$ cat src/gpc_pkg.sv
// Package for the eight-bit general-purpose port with analog select
package gpc_pkg;

    localparam int PORT_WIDTH = 8;

    // Register byte offsets on the bus (word aligned)
    localparam logic [3:0] OFS_PIN_VALUES = 4'h0;
    localparam logic [3:0] OFS_DIRECTION = 4'h4;
    localparam logic [3:0] OFS_OUTPUT_LATCH = 4'h8;
    localparam logic [3:0] OFS_ANALOG_SELECT = 4'hC;

    // Reset values and the implemented-bit mask
    localparam logic [7:0] DIRECTION_RESET = 8'hFF;
    localparam logic [7:0] ANALOG_IMPL_MASK = 8'hCF;
    localparam logic [7:0] ANALOG_RESET = 8'hCF;

    // Pin output sources after priority resolution
    typedef enum logic [4:0] {
        GPC_SRC_LATCH,
        GPC_SRC_PROG_DATA,
        GPC_SRC_PROG_CLOCK,
        GPC_SRC_I2C_SCL,
        GPC_SRC_I2C_SDA,
        GPC_SRC_SPI_SCK,
        GPC_SRC_SPI_SDI,
        GPC_SRC_SPI_SDO,
        GPC_SRC_CONV_1,
        GPC_SRC_CONV_2,
        GPC_SRC_REF_CLOCK,
        GPC_SRC_PULSE_WIDTH_OUT_1,
        GPC_SRC_PULSE_WIDTH_OUT_2,
        GPC_SRC_WAVE_A,
        GPC_SRC_WAVE_B,
        GPC_SRC_CMP1,
        GPC_SRC_CMP2,
        GPC_SRC_UART_TX,
        GPC_SRC_UART_RX
    } gpc_src_t;

    // One peripheral output request: enable and data
    typedef struct packed {
        logic en;
        logic dat;
    } gpc_periph_t;

    // All peripheral outputs that may reach the port
    typedef struct packed {
        gpc_periph_t progData;
        gpc_periph_t progClock;
        gpc_periph_t i2cScl;
        gpc_periph_t i2cSda;
        gpc_periph_t spiSck;
        gpc_periph_t spiSdi;
        gpc_periph_t spiSdo;
        gpc_periph_t conv1;
        gpc_periph_t conv2;
        gpc_periph_t refClock;
        gpc_periph_t pulse_width_out_1;
        gpc_periph_t pulse_width_out_2;
        gpc_periph_t waveA;
        gpc_periph_t waveB;
        gpc_periph_t cmp1;
        gpc_periph_t cmp2;
        gpc_periph_t uartTx;
        gpc_periph_t uartRx;
    } gpc_periphs_t;

    // Alternate pin selections for relocatable outputs
    typedef struct packed {
        logic spiSdoOnPin7;
        logic pwm2OnPin6;
        logic refClockOnPin3;
    } gpc_altsel_t;

endpackage

$ cat src/gpc_port.sv
// Eight-bit port: registers, Avalon-MM slave and output priority muxing
//
// Register access over Avalon-MM and the placing of the registers were left to the implementer.
module gpc_port
    import gpc_pkg::*;
#(
    parameter int WIDTH = PORT_WIDTH
)
(
    input wire logic sys_clk,
    input wire logic reset_n,
    input wire logic powerOnReset_n,
    input wire logic [3:0] avsAddress,
    input wire logic avsRead,
    input wire logic avsWrite,
    input wire logic [31:0] avsWriteData,
    input wire logic [3:0] avsByteEnable,
    output logic [31:0] avsReadData,
    output logic avsWaitRequest,
    output logic [1:0] avsResponse,
    input wire logic [WIDTH-1:0] pinIn,
    output logic [WIDTH-1:0] pinOut,
    output logic [WIDTH-1:0] pinOutEnable_n,
    input wire gpc_periphs_t periphs,
    input wire gpc_altsel_t altSel,
    output logic [WIDTH-1:0] digitalIn,
    output logic [WIDTH-1:0] analogSelect
);

    // Register state
    logic [WIDTH-1:0] directionQ;
    logic [WIDTH-1:0] latchQ;
    logic [WIDTH-1:0] analogQ;
    logic [WIDTH-1:0] pinValues;
    logic [WIDTH-1:0] drvData;
    logic [WIDTH-1:0] drvOverride;
    gpc_src_t pinSrc [WIDTH];
    // Bus slave state
    logic ackQ;
    logic [31:0] readDataQ;
    logic [1:0] responseQ;
    logic accept;
    logic hit;
    logic [WIDTH-1:0] readMux;
    logic wrDirection;
    logic wrAnalog;
    logic wrPinValues;
    logic wrLatch;

    // Pick the first enabled request in priority order
    // Later tests win, so the highest priority is tested last
    function automatic gpc_src_t pick(
        input logic e0, input gpc_src_t s0,
        input logic e1, input gpc_src_t s1,
        input logic e2, input gpc_src_t s2,
        input logic e3, input gpc_src_t s3,
        input logic e4, input gpc_src_t s4
    );
        gpc_src_t r;
        r = GPC_SRC_LATCH;
        if (e4)
            r = s4;
        if (e3)
            r = s3;
        if (e2)
            r = s2;
        if (e1)
            r = s1;
        if (e0)
            r = s0;
        return r;
    endfunction

    // Data value of a resolved source
    function automatic logic srcData(
        input gpc_src_t s,
        input gpc_periphs_t p,
        input logic lat
    );
        logic d;
        d = lat;
        unique case (s)
            GPC_SRC_LATCH: d = lat;
            GPC_SRC_PROG_DATA: d = p.progData.dat;
            GPC_SRC_PROG_CLOCK: d = p.progClock.dat;
            GPC_SRC_I2C_SCL: d = p.i2cScl.dat;
            GPC_SRC_I2C_SDA: d = p.i2cSda.dat;
            GPC_SRC_SPI_SCK: d = p.spiSck.dat;
            GPC_SRC_SPI_SDI: d = p.spiSdi.dat;
            GPC_SRC_SPI_SDO: d = p.spiSdo.dat;
            GPC_SRC_CONV_1: d = p.conv1.dat;
            GPC_SRC_CONV_2: d = p.conv2.dat;
            GPC_SRC_REF_CLOCK: d = p.refClock.dat;
            GPC_SRC_PULSE_WIDTH_OUT_1: d = p.pulse_width_out_1.dat;
            GPC_SRC_PULSE_WIDTH_OUT_2: d = p.pulse_width_out_2.dat;
            GPC_SRC_WAVE_A: d = p.waveA.dat;
            GPC_SRC_WAVE_B: d = p.waveB.dat;
            GPC_SRC_CMP1: d = p.cmp1.dat;
            GPC_SRC_CMP2: d = p.cmp2.dat;
            GPC_SRC_UART_TX: d = p.uartTx.dat;
            GPC_SRC_UART_RX: d = p.uartRx.dat;
            // Codes outside the list fall back to the latch
            default: d = lat;
        endcase
        return d;
    endfunction

    // Output priority per pin, highest first
    always_comb
    begin
        for (int i = 0; i < WIDTH; i++)
            pinSrc[i] = GPC_SRC_LATCH;
        // Pin 0: programming data, two-wire clock, serial clock
        pinSrc[0] = pick(
            periphs.progData.en,
            GPC_SRC_PROG_DATA,
            periphs.i2cScl.en,
            GPC_SRC_I2C_SCL,
            periphs.spiSck.en,
            GPC_SRC_SPI_SCK,
            1'b0,
            GPC_SRC_LATCH,
            1'b0,
            GPC_SRC_LATCH);
        // Pin 1: programming clock, two-wire data, serial data in
        pinSrc[1] = pick(
            periphs.progClock.en,
            GPC_SRC_PROG_CLOCK,
            periphs.i2cSda.en,
            GPC_SRC_I2C_SDA,
            periphs.spiSdi.en,
            GPC_SRC_SPI_SDI,
            1'b0,
            GPC_SRC_LATCH,
            1'b0,
            GPC_SRC_LATCH);
        // Pin 2: converter output 1, serial data out on its default pin
        pinSrc[2] = pick(
            periphs.conv1.en,
            GPC_SRC_CONV_1,
            periphs.spiSdo.en && !altSel.spiSdoOnPin7,
            GPC_SRC_SPI_SDO,
            1'b0,
            GPC_SRC_LATCH,
            1'b0,
            GPC_SRC_LATCH,
            1'b0,
            GPC_SRC_LATCH);
        // Pin 3: converter output 2, reference clock, pulse width 2
        pinSrc[3] = pick(
            periphs.conv2.en,
            GPC_SRC_CONV_2,
            periphs.refClock.en && altSel.refClockOnPin3,
            GPC_SRC_REF_CLOCK,
            periphs.pulse_width_out_2.en && !altSel.pwm2OnPin6,
            GPC_SRC_PULSE_WIDTH_OUT_2,
            1'b0,
            GPC_SRC_LATCH,
            1'b0,
            GPC_SRC_LATCH);
        // Pin 4: waveform B, comparator 1, comparator 2, serial transmit
        pinSrc[4] = pick(
            periphs.waveB.en,
            GPC_SRC_WAVE_B,
            periphs.cmp1.en,
            GPC_SRC_CMP1,
            periphs.cmp2.en,
            GPC_SRC_CMP2,
            periphs.uartTx.en,
            GPC_SRC_UART_TX,
            1'b0,
            GPC_SRC_LATCH);
        // Pin 5: waveform A, pulse width 1, serial receive
        pinSrc[5] = pick(
            periphs.waveA.en,
            GPC_SRC_WAVE_A,
            periphs.pulse_width_out_1.en,
            GPC_SRC_PULSE_WIDTH_OUT_1,
            periphs.uartRx.en,
            GPC_SRC_UART_RX,
            1'b0,
            GPC_SRC_LATCH,
            1'b0,
            GPC_SRC_LATCH);
        // Pin 6: pulse width 2 on its alternate pin
        pinSrc[6] = pick(
            periphs.pulse_width_out_2.en && altSel.pwm2OnPin6,
            GPC_SRC_PULSE_WIDTH_OUT_2,
            1'b0,
            GPC_SRC_LATCH,
            1'b0,
            GPC_SRC_LATCH,
            1'b0,
            GPC_SRC_LATCH,
            1'b0,
            GPC_SRC_LATCH);
        // Pin 7: serial data out on its alternate pin
        pinSrc[7] = pick(
            periphs.spiSdo.en && altSel.spiSdoOnPin7,
            GPC_SRC_SPI_SDO,
            1'b0,
            GPC_SRC_LATCH,
            1'b0,
            GPC_SRC_LATCH,
            1'b0,
            GPC_SRC_LATCH,
            1'b0,
            GPC_SRC_LATCH);
    end

    // Drivers: a peripheral drives its pin, else the direction bit rules
    always_comb
    begin
        for (int i = 0; i < WIDTH; i++)
        begin
            drvOverride[i] = (pinSrc[i] != GPC_SRC_LATCH);
            drvData[i] = srcData(pinSrc[i], periphs, latchQ[i]);
        end
    end

    // Pin 0 with nothing enabled falls back to the latch
    assign pinOut = drvData;
    // Analog select plays no part in the driver enable
    assign pinOutEnable_n = directionQ & ~drvOverride;

    // Digital input buffer disabled on analog pins
    assign pinValues = pinIn & ~analogQ;
    // Peripheral inputs see the same buffers whatever the direction
    assign digitalIn = pinValues;
    assign analogSelect = analogQ;

    // Avalon-MM slave: one wait cycle, answer on the following edge
    // ackQ drops after the accepting edge, so a request held over that
    // edge counts as a new one and waits a cycle again
    assign hit = (avsRead || avsWrite) && !ackQ;
    assign accept = (avsRead || avsWrite) && ackQ;
    assign avsWaitRequest = (avsRead || avsWrite) && !ackQ;

    always_ff @(posedge sys_clk or negedge reset_n)
    begin
        if (!reset_n)
            ackQ <= 1'b0;
        else
            ackQ <= hit;
    end

    // Merge byte lane 0 of the write onto a base value
    function automatic logic [7:0] merge(
        input logic [7:0] base,
        input logic [31:0] wd,
        input logic [3:0] be
    );
        logic [7:0] r;
        r = base;
        if (be[0])
            r = wd[7:0];
        return r;
    endfunction

    // Write strobes, one per register, only on the accepting edge
    assign wrDirection = accept && avsWrite && avsAddress == OFS_DIRECTION;
    assign wrAnalog = accept && avsWrite && avsAddress == OFS_ANALOG_SELECT;
    assign wrPinValues = accept && avsWrite && avsAddress == OFS_PIN_VALUES;
    assign wrLatch = accept && avsWrite && avsAddress == OFS_OUTPUT_LATCH;

    // Direction bits: 1 releases the pin driver
    always_ff @(posedge sys_clk or negedge reset_n)
    begin
        if (!reset_n)
            directionQ <= DIRECTION_RESET;
        else if (wrDirection)
            directionQ <= merge(directionQ, avsWriteData, avsByteEnable);
    end

    always_ff @(posedge sys_clk or negedge reset_n)
    begin
        if (!reset_n)
            analogQ <= ANALOG_RESET;
        // Unimplemented bits stay zero on every write
        else if (wrAnalog)
            analogQ <= merge(analogQ, avsWriteData, avsByteEnable)
                & ANALOG_IMPL_MASK;
    end

    // Latch holds over the ordinary reset, cleared only at power-on
    // A pin-value write starts from the sampled pins, so analog pins
    // that read 0 lose their latch bit when the byte is not written
    always_ff @(posedge sys_clk or negedge powerOnReset_n)
    begin
        if (!powerOnReset_n)
            latchQ <= '0;
        else if (wrPinValues)
            latchQ <= merge(pinValues, avsWriteData,
                avsByteEnable);
        else if (wrLatch)
            latchQ <= merge(latchQ, avsWriteData, avsByteEnable);
    end

    // True for the four register offsets
    function automatic logic mapped(input logic [3:0] a);
        logic m;
        m = 1'b0;
        unique case (a)
            OFS_PIN_VALUES: m = 1'b1;
            OFS_DIRECTION: m = 1'b1;
            OFS_OUTPUT_LATCH: m = 1'b1;
            OFS_ANALOG_SELECT: m = 1'b1;
            default: m = 1'b0;
        endcase
        return m;
    endfunction

    // Read selection, unmapped offsets read zero
    always_comb
    begin
        readMux = '0;
        unique case (avsAddress)
            OFS_PIN_VALUES: readMux = pinValues;
            OFS_DIRECTION: readMux = directionQ;
            OFS_OUTPUT_LATCH: readMux = latchQ;
            OFS_ANALOG_SELECT: readMux = analogQ & ANALOG_IMPL_MASK;
            default: readMux = '0;
        endcase
    end

    // Read data is captured in the wait cycle and stands at the answer
    always_ff @(posedge sys_clk or negedge reset_n)
    begin
        if (!reset_n)
            readDataQ <= 32'h0000_0000;
        else if (hit && avsRead)
            readDataQ <= {{(32-WIDTH){1'b0}}, readMux};
    end

    // Unmapped offsets answer with a decode error
    always_ff @(posedge sys_clk or negedge reset_n)
    begin
        if (!reset_n)
            responseQ <= 2'h0;
        else if (hit)
            responseQ <= mapped(avsAddress) ? 2'h0 : 2'h3;
    end

    assign avsReadData = readDataQ;
    assign avsResponse = responseQ;

endmodule

$ cat config.mk
export PLATFORM = sky130hd
export DESIGN_NAME = gpc_port
export DESIGN_NICKNAME = d
export VERILOG_FILES = /design/src/gpc_pkg.sv /design/src/gpc_port.sv
export SDC_FILE = /design/constraint.sdc
export NUM_CORES = 1
export LEC_CHECK = 0
export BUFFER_PORTS_ARGS = -buffer_cell sky130_fd_sc_hd__buf_2
export CAP_MARGIN = 20
export CORE_UTILIZATION = 44
export DETAILED_ROUTE_END_ITERATION = 16
export GPL_TIMING_DRIVEN = 0
export PLACE_DENSITY_LB_ADDON = 0.2
export SLEW_MARGIN = 20
export SYNTH_ARGS = -nofsm -noshare
export SYNTH_HDL_FRONTEND = slang
export SYNTH_SLANG_ARGS = --single-unit
$ cat constraint.sdc
create_clock -name sys_clk -period 3.05 [get_ports sys_clk]
set_input_delay 0.61 -clock sys_clk [delete_from_list [all_inputs] [get_ports sys_clk]]
set_output_delay 0.61 -clock sys_clk [all_outputs]
set_load 0.02 [all_outputs]
-- Word-level counts from Yosys, hierarchy flattened
Index checks and enable logic that the tools add are counted.
- register bits after elaboration: 33
- latch bits: 0
- bits in writable memories: 0
- memory bits (read-only): 0
- output and inout bits: 67
- logic and storage cells: 225
- memories: 0
- add/sub/neg operators: 0
- multiply operators: 0
- divide/modulo/power cells: 0
- magnitude comparators: 0
- eq/ne operators: 147
- shift operators: 0
- mux-type cells: 36
- bitwise logic cells: 4
- reduce and logical (&&, ||, !) cells: 32
- operators by type and width (kind ; count):
    5-bit by 4-bit equality test with 1-bit output (second input constant) ; 40
    1-bit one-hot mux with 18 select lines ; 8
    5-bit by 3-bit equality test with 1-bit output (second input constant) ; 20
    5-bit equality test (second input constant) ; 15
    3-bit by 4-bit equality test with 1-bit output (second input constant) ; 16
    5-bit by 2-bit equality test with 1-bit output (second input constant) ; 10
    5-bit two-way mux ; 9
    4-bit equality test (second input constant) ; 10
    5-bit nonzero test ; 8
    8-bit two-way mux ; 4
    8-bit one-hot mux with 4 select lines ; 1
    3-bit by 5-bit equality test with 1-bit output (second input constant) ; 6
    5-bit by 1-bit equality test with 1-bit output (second input constant) ; 5
    3-bit equality test (second input constant) ; 8
    3-bit two-way mux ; 8
    4-bit by 3-bit equality test with 1-bit output (second input constant) ; 5
    8-bit bitwise AND ; 2
    8-bit NOT ; 2
    4-bit by 5-bit equality test with 1-bit output (second input constant) ; 3
    1-bit logical AND ; 13
    3-bit by 2-bit equality test with 1-bit output (second input constant) ; 4
    4-bit two-way mux ; 3
    4-bit by 2-bit equality test with 1-bit output (second input constant) ; 2
    3-bit by 1-bit equality test with 1-bit output (second input constant) ; 2
    other kinds (9) ; 15

-- Logic depth before layout (Yosys ltp)
- depth after elaboration: 8
- depth in mapped cells: 5
- depth with buffers taken out: 3

-- Worst setup path after synthesis
Ideal clock, no wire load.
- path kind: input to output
- from: input periphs[31] in the netlist's numbering
- to: output pinOutEnable_n[0]
- arrival: 1.386 ns
- slack: 1.054 ns
- stages: 1
- path buffers: 0
- cell sequence: nor4b_1
- cells in the longest elaborated chain, start to end: 5
- RTL lines (element ; RTL line ; text):
    from (decl) ; gpc_port.sv:24 ; input wire gpc_periphs_t periphs,
    3-bit two-way mux ; gpc_port.sv:67 ; if (e1)
    3-bit two-way mux ; gpc_port.sv:69 ; if (e0)
    5-bit nonzero test ; gpc_port.sv:216 ; drvOverride[i] = (pinSrc[i] != GPC_SRC_LATCH);
    8-bit NOT ; gpc_port.sv:224 ; assign pinOutEnable_n = directionQ & ~drvOverride;
    8-bit bitwise AND ; gpc_port.sv:224 ;
    to (decl) ; gpc_port.sv:23 ; output logic [WIDTH-1:0] pinOutEnable_n,
Every way passes these cells.

-- Final worst setup path
- from: input periphs[17] in the netlist's numbering
- to: output pinOut[3]
- cells in the longest elaborated chain, start to end: 5
- RTL lines (element ; RTL line ; text):
    1-bit logical AND (*) ; gpc_port.sv:153 ; periphs.refClock.en && altSel.refClockOnPin3,
    5-bit two-way mux (*) ; gpc_port.sv:67 ;
    5-bit two-way mux (*) ; gpc_port.sv:69 ;
    5-bit equality test, or another cell as far along ; gpc_port.sv:82 ; unique case (s)
    1-bit one-hot mux with 18 select lines (*) ; gpc_port.sv:82 ;
    to (decl) ; gpc_port.sv:22 ; output logic [WIDTH-1:0] pinOut,
Mark *: on every way between the ends. The rest lies on a longest branch, timed or not.

==> impl_metrics.tcl <==
set metrics [dict create \
    status "completed" \
    finalClockSkew_ns 0.002494 \
    yosysSeqAreaShare_pct 37.29 \
    cts_buffers 5 \
    synth.largest_area_cell "dfrtp_1" \
    post_cts_resized 0 \
    setup_viol 0 \
    fin_setup_tns_ns 0 \
    yosys.area.top_type_share_pct 20.52 \
    hold_buffers 0 \
    grtUsageTotal_pct 22.73 \
    dieArea_um2 5274 \
    vias 2173 \
    vdd_drop_max_mv 0.2523 \
    cts-root-buf "clkbuf_8" \
    hp-class "input pin to async pin" \
    crit_path_frequent_cell "buf_2" \
    drt-pass1-iter-count 4 \
    num_rows 25 \
    detail-route-antenna-nets 0 \
    max_slew.worst_pin.slew_ns 0.9244 \
    fmax_mhz 447.4 \
    cts_tree "built" \
    place_congestion 0.8353 \
    power.leakage_nw 1.525 \
    io_buffers 104 \
    clk_pin_slew_worst_paths_ns 0.06 \
    crit_arrival_ns 1.63 \
    routed_wl_um 5835 \
    finalHoldViolCount 0 \
    io_pins 159 \
    drc_errors 0 \
    layout.nets 452 \
    clk_latency_ns 0.28 \
    synth_edf_count 0 \
    slew_viol_final 0 \
    die_x_um 72.63 \
    area_growth_pct 35.92 \
    cp_max_fo 3 \
    hpwlAfterDp_um 4348 \
    synth_most_common_cell "buf_4" \
    grt_max_degree 25 \
    detail_route.wl_per_cell_um 13.63 \
    ctsHtreeMaxLevel 2 \
    synth_ff_type "dfrtp_1" \
    synth-seq-cells 32 \
    syn_area_um2 2195 \
    required_ns 2.44 \
    core_um2 4755 \
    cts_setup_buffers 0 \
    crit_type "input pin to output pin" \
    async_reset_ff_share_pct 100.0 \
    die_y_um 72.63 \
    critical_path.cell_chain "buf_2 > a221oi_1 > mux2_2 > buf_2" \
    slew_headroom_pct 38.21 \
    whs_ns 0.1658 \
    startpoint_type "input pin" \
    cap_viol_max_count 0 \
    post_synth_inst_count 224 \
    yosys-top-cells-count "32 x buf_4, 26 x mux2_2, 18 x dfrtp_1" \
    clock_sinks 32 \
    grt_pass1_vias 1896 \
    cp_slowest_cell "a221oi_1" \
    diodes 0 \
    postSynthAreaPerCell_um2 9.797 \
    drtIter0Drc 82 \
    netlist_top_cells_area "dfrtp_1 21%, dfstp_2 17%, mux2_2 13%" \
    antenna_found_initial 0 \
    grt-ovfl-total 0 \
    endpoint_kind "output pin" \
    viasPerCell 5.077 \
    pwr_density_cell_nw_per_um2 459.7 \
    yosysWarnings 0 \
    initial_core_util_pct 46.16 \
    grt_pass1_wl_um 9018 \
    synthDistinctLibCells 40 \
    fin_crit_sh_pct 73.28 \
    drive_gt1_share_pct 52.08 \
    min_period_ns 2.235 \
    rsz0062_at_grt "no" \
    critPathMaxStageDelay_ns 0.38 \
    clockBufferDepth 2 \
]
==> cells in the final DEF (no fill, tap or decap), types with 2 or more instances in the layout <==
master    Yosys  layout
nor2_1        3       3
clkbuf_1      5       7
and3_1        3       3
a21oi_1      12      12
buf_2         1     105
a22o_1        2       2
nor4b_1       3       3
nand2b_1      5       5
mux2_2       26      26
dfstp_2      14      14
dfrtp_1      18      18
clkbuf_8      0       6
nand3_1       8       8
nor2b_1       8       8
a31oi_1      16      16
a221oi_1      6       6
o21ai_0      13      13
inv_1         3       3
buf_4        32      32
nand2_1      13      13
mux2i_1       8       8
and2_1        4       4
nand3b_1      2       2
conb_1        1      26
and3b_1       2       2
==> final cells by class <==
| type | instances | area [um2] |
|---|---|---|
| Buffer | 39 | 267.8 |
| Clock buffer | 8 | 90.09 |
| Fill cell | 447 | 1772 |
| Inverter | 4 | 15.01 |
| Multi-Input combinational cell | 174 | 1187 |
| Sequential cell | 32 | 818.3 |
| Tap cell | 67 | 83.83 |
| Timing Repair Buffer | 104 | 520.5 |
==> routing by layer <==
| layer | up-vias | routed length (um) | GRT usage (%) |
|---|---|---|---|
| met5 | - | 0 | 0 |
| met4 | 0 | 36 | 7.190 |
| met3 | 6 | 456 | 3.591 |
| met2 | 110 | 2930 | 38.73 |
| met1 | 1013 | 2411 | 29.65 |
| li1 | 1044 | - | - |
==> cells by family (layout without fill, tap and decap cells) <==
kind of cell	after synthesis	count (layout)	synth area share (%)
AO/OA/AOI/OAI	56	56	15.91
buffers and inverters	43	155	12.88
flip-flops	32	32	37.29
multiplexers	34	34	16.99
other	1	26	0.1709
AND/OR/NAND/NOR	58	58	16.76
==> state kept, by name, indices dropped and copies added (netlist names) <==
register	count
ackQ	1
analogSelect	6
avsReadData	8
avsResponse	1
directionQ	8
latchQ	8
==> critical path: cells and delay by family <==
| kind | cells | cell delay [ns] |
|---|---|---|
| buffers and inverters | 2 | 0.26 |
| AO/OA/AOI/OAI | 1 | 0.38 |
| multiplexers | 1 | 0.37 |
==> where the power goes <==
part	total, mW	internal, mW	switching [mW]
sequential	0.578	0.517	0.0615
combinational	0.461	0.207	0.254
clock	0.332	0.184	0.148
total	1.37	0.908	0.463
==> path summary, 6_finish.rpt <==
check	from	to	slack, ns	cells past startpoint
max in group asynchronous	reset_n	directionQ[5]	2.38	1
min reg2reg	avsReadData[5]	avsReadData[5]	0.51	1
max	periphs[17]	pinOut[3]	0.81	4
min in group sys_clk	avsReadData[5]	avsReadData[5]	0.51	1
min	powerOnReset_n	latchQ[7]	0.17	1
max reg2reg	ackQ	directionQ[1]	1.47	4
==> metrics by stage <==
step | total power, mW | cells | worst slack (ns) | instance area, um2 | utilization (%)
6_report | 1.371 | 428 | 0.8149 | 2983 | 62.74
5_1_grt | 1.453 | 428 | 0.7463 | 2983 | 62.74
4_1_cts | 1.379 | 428 | 0.8247 | 2983 | 62.74
3_5_place_dp | 1.043 | 420 | 0.8345 | 2893 | 60.84
3_3_place_gp | 1.033 | 420 | 0.8390 | 2893 | 60.84
2_1_floorplan | 0.8804 | 249 | 1.054 | 2288 | -
No activity file was read; power rests on OpenSTA's default activity.
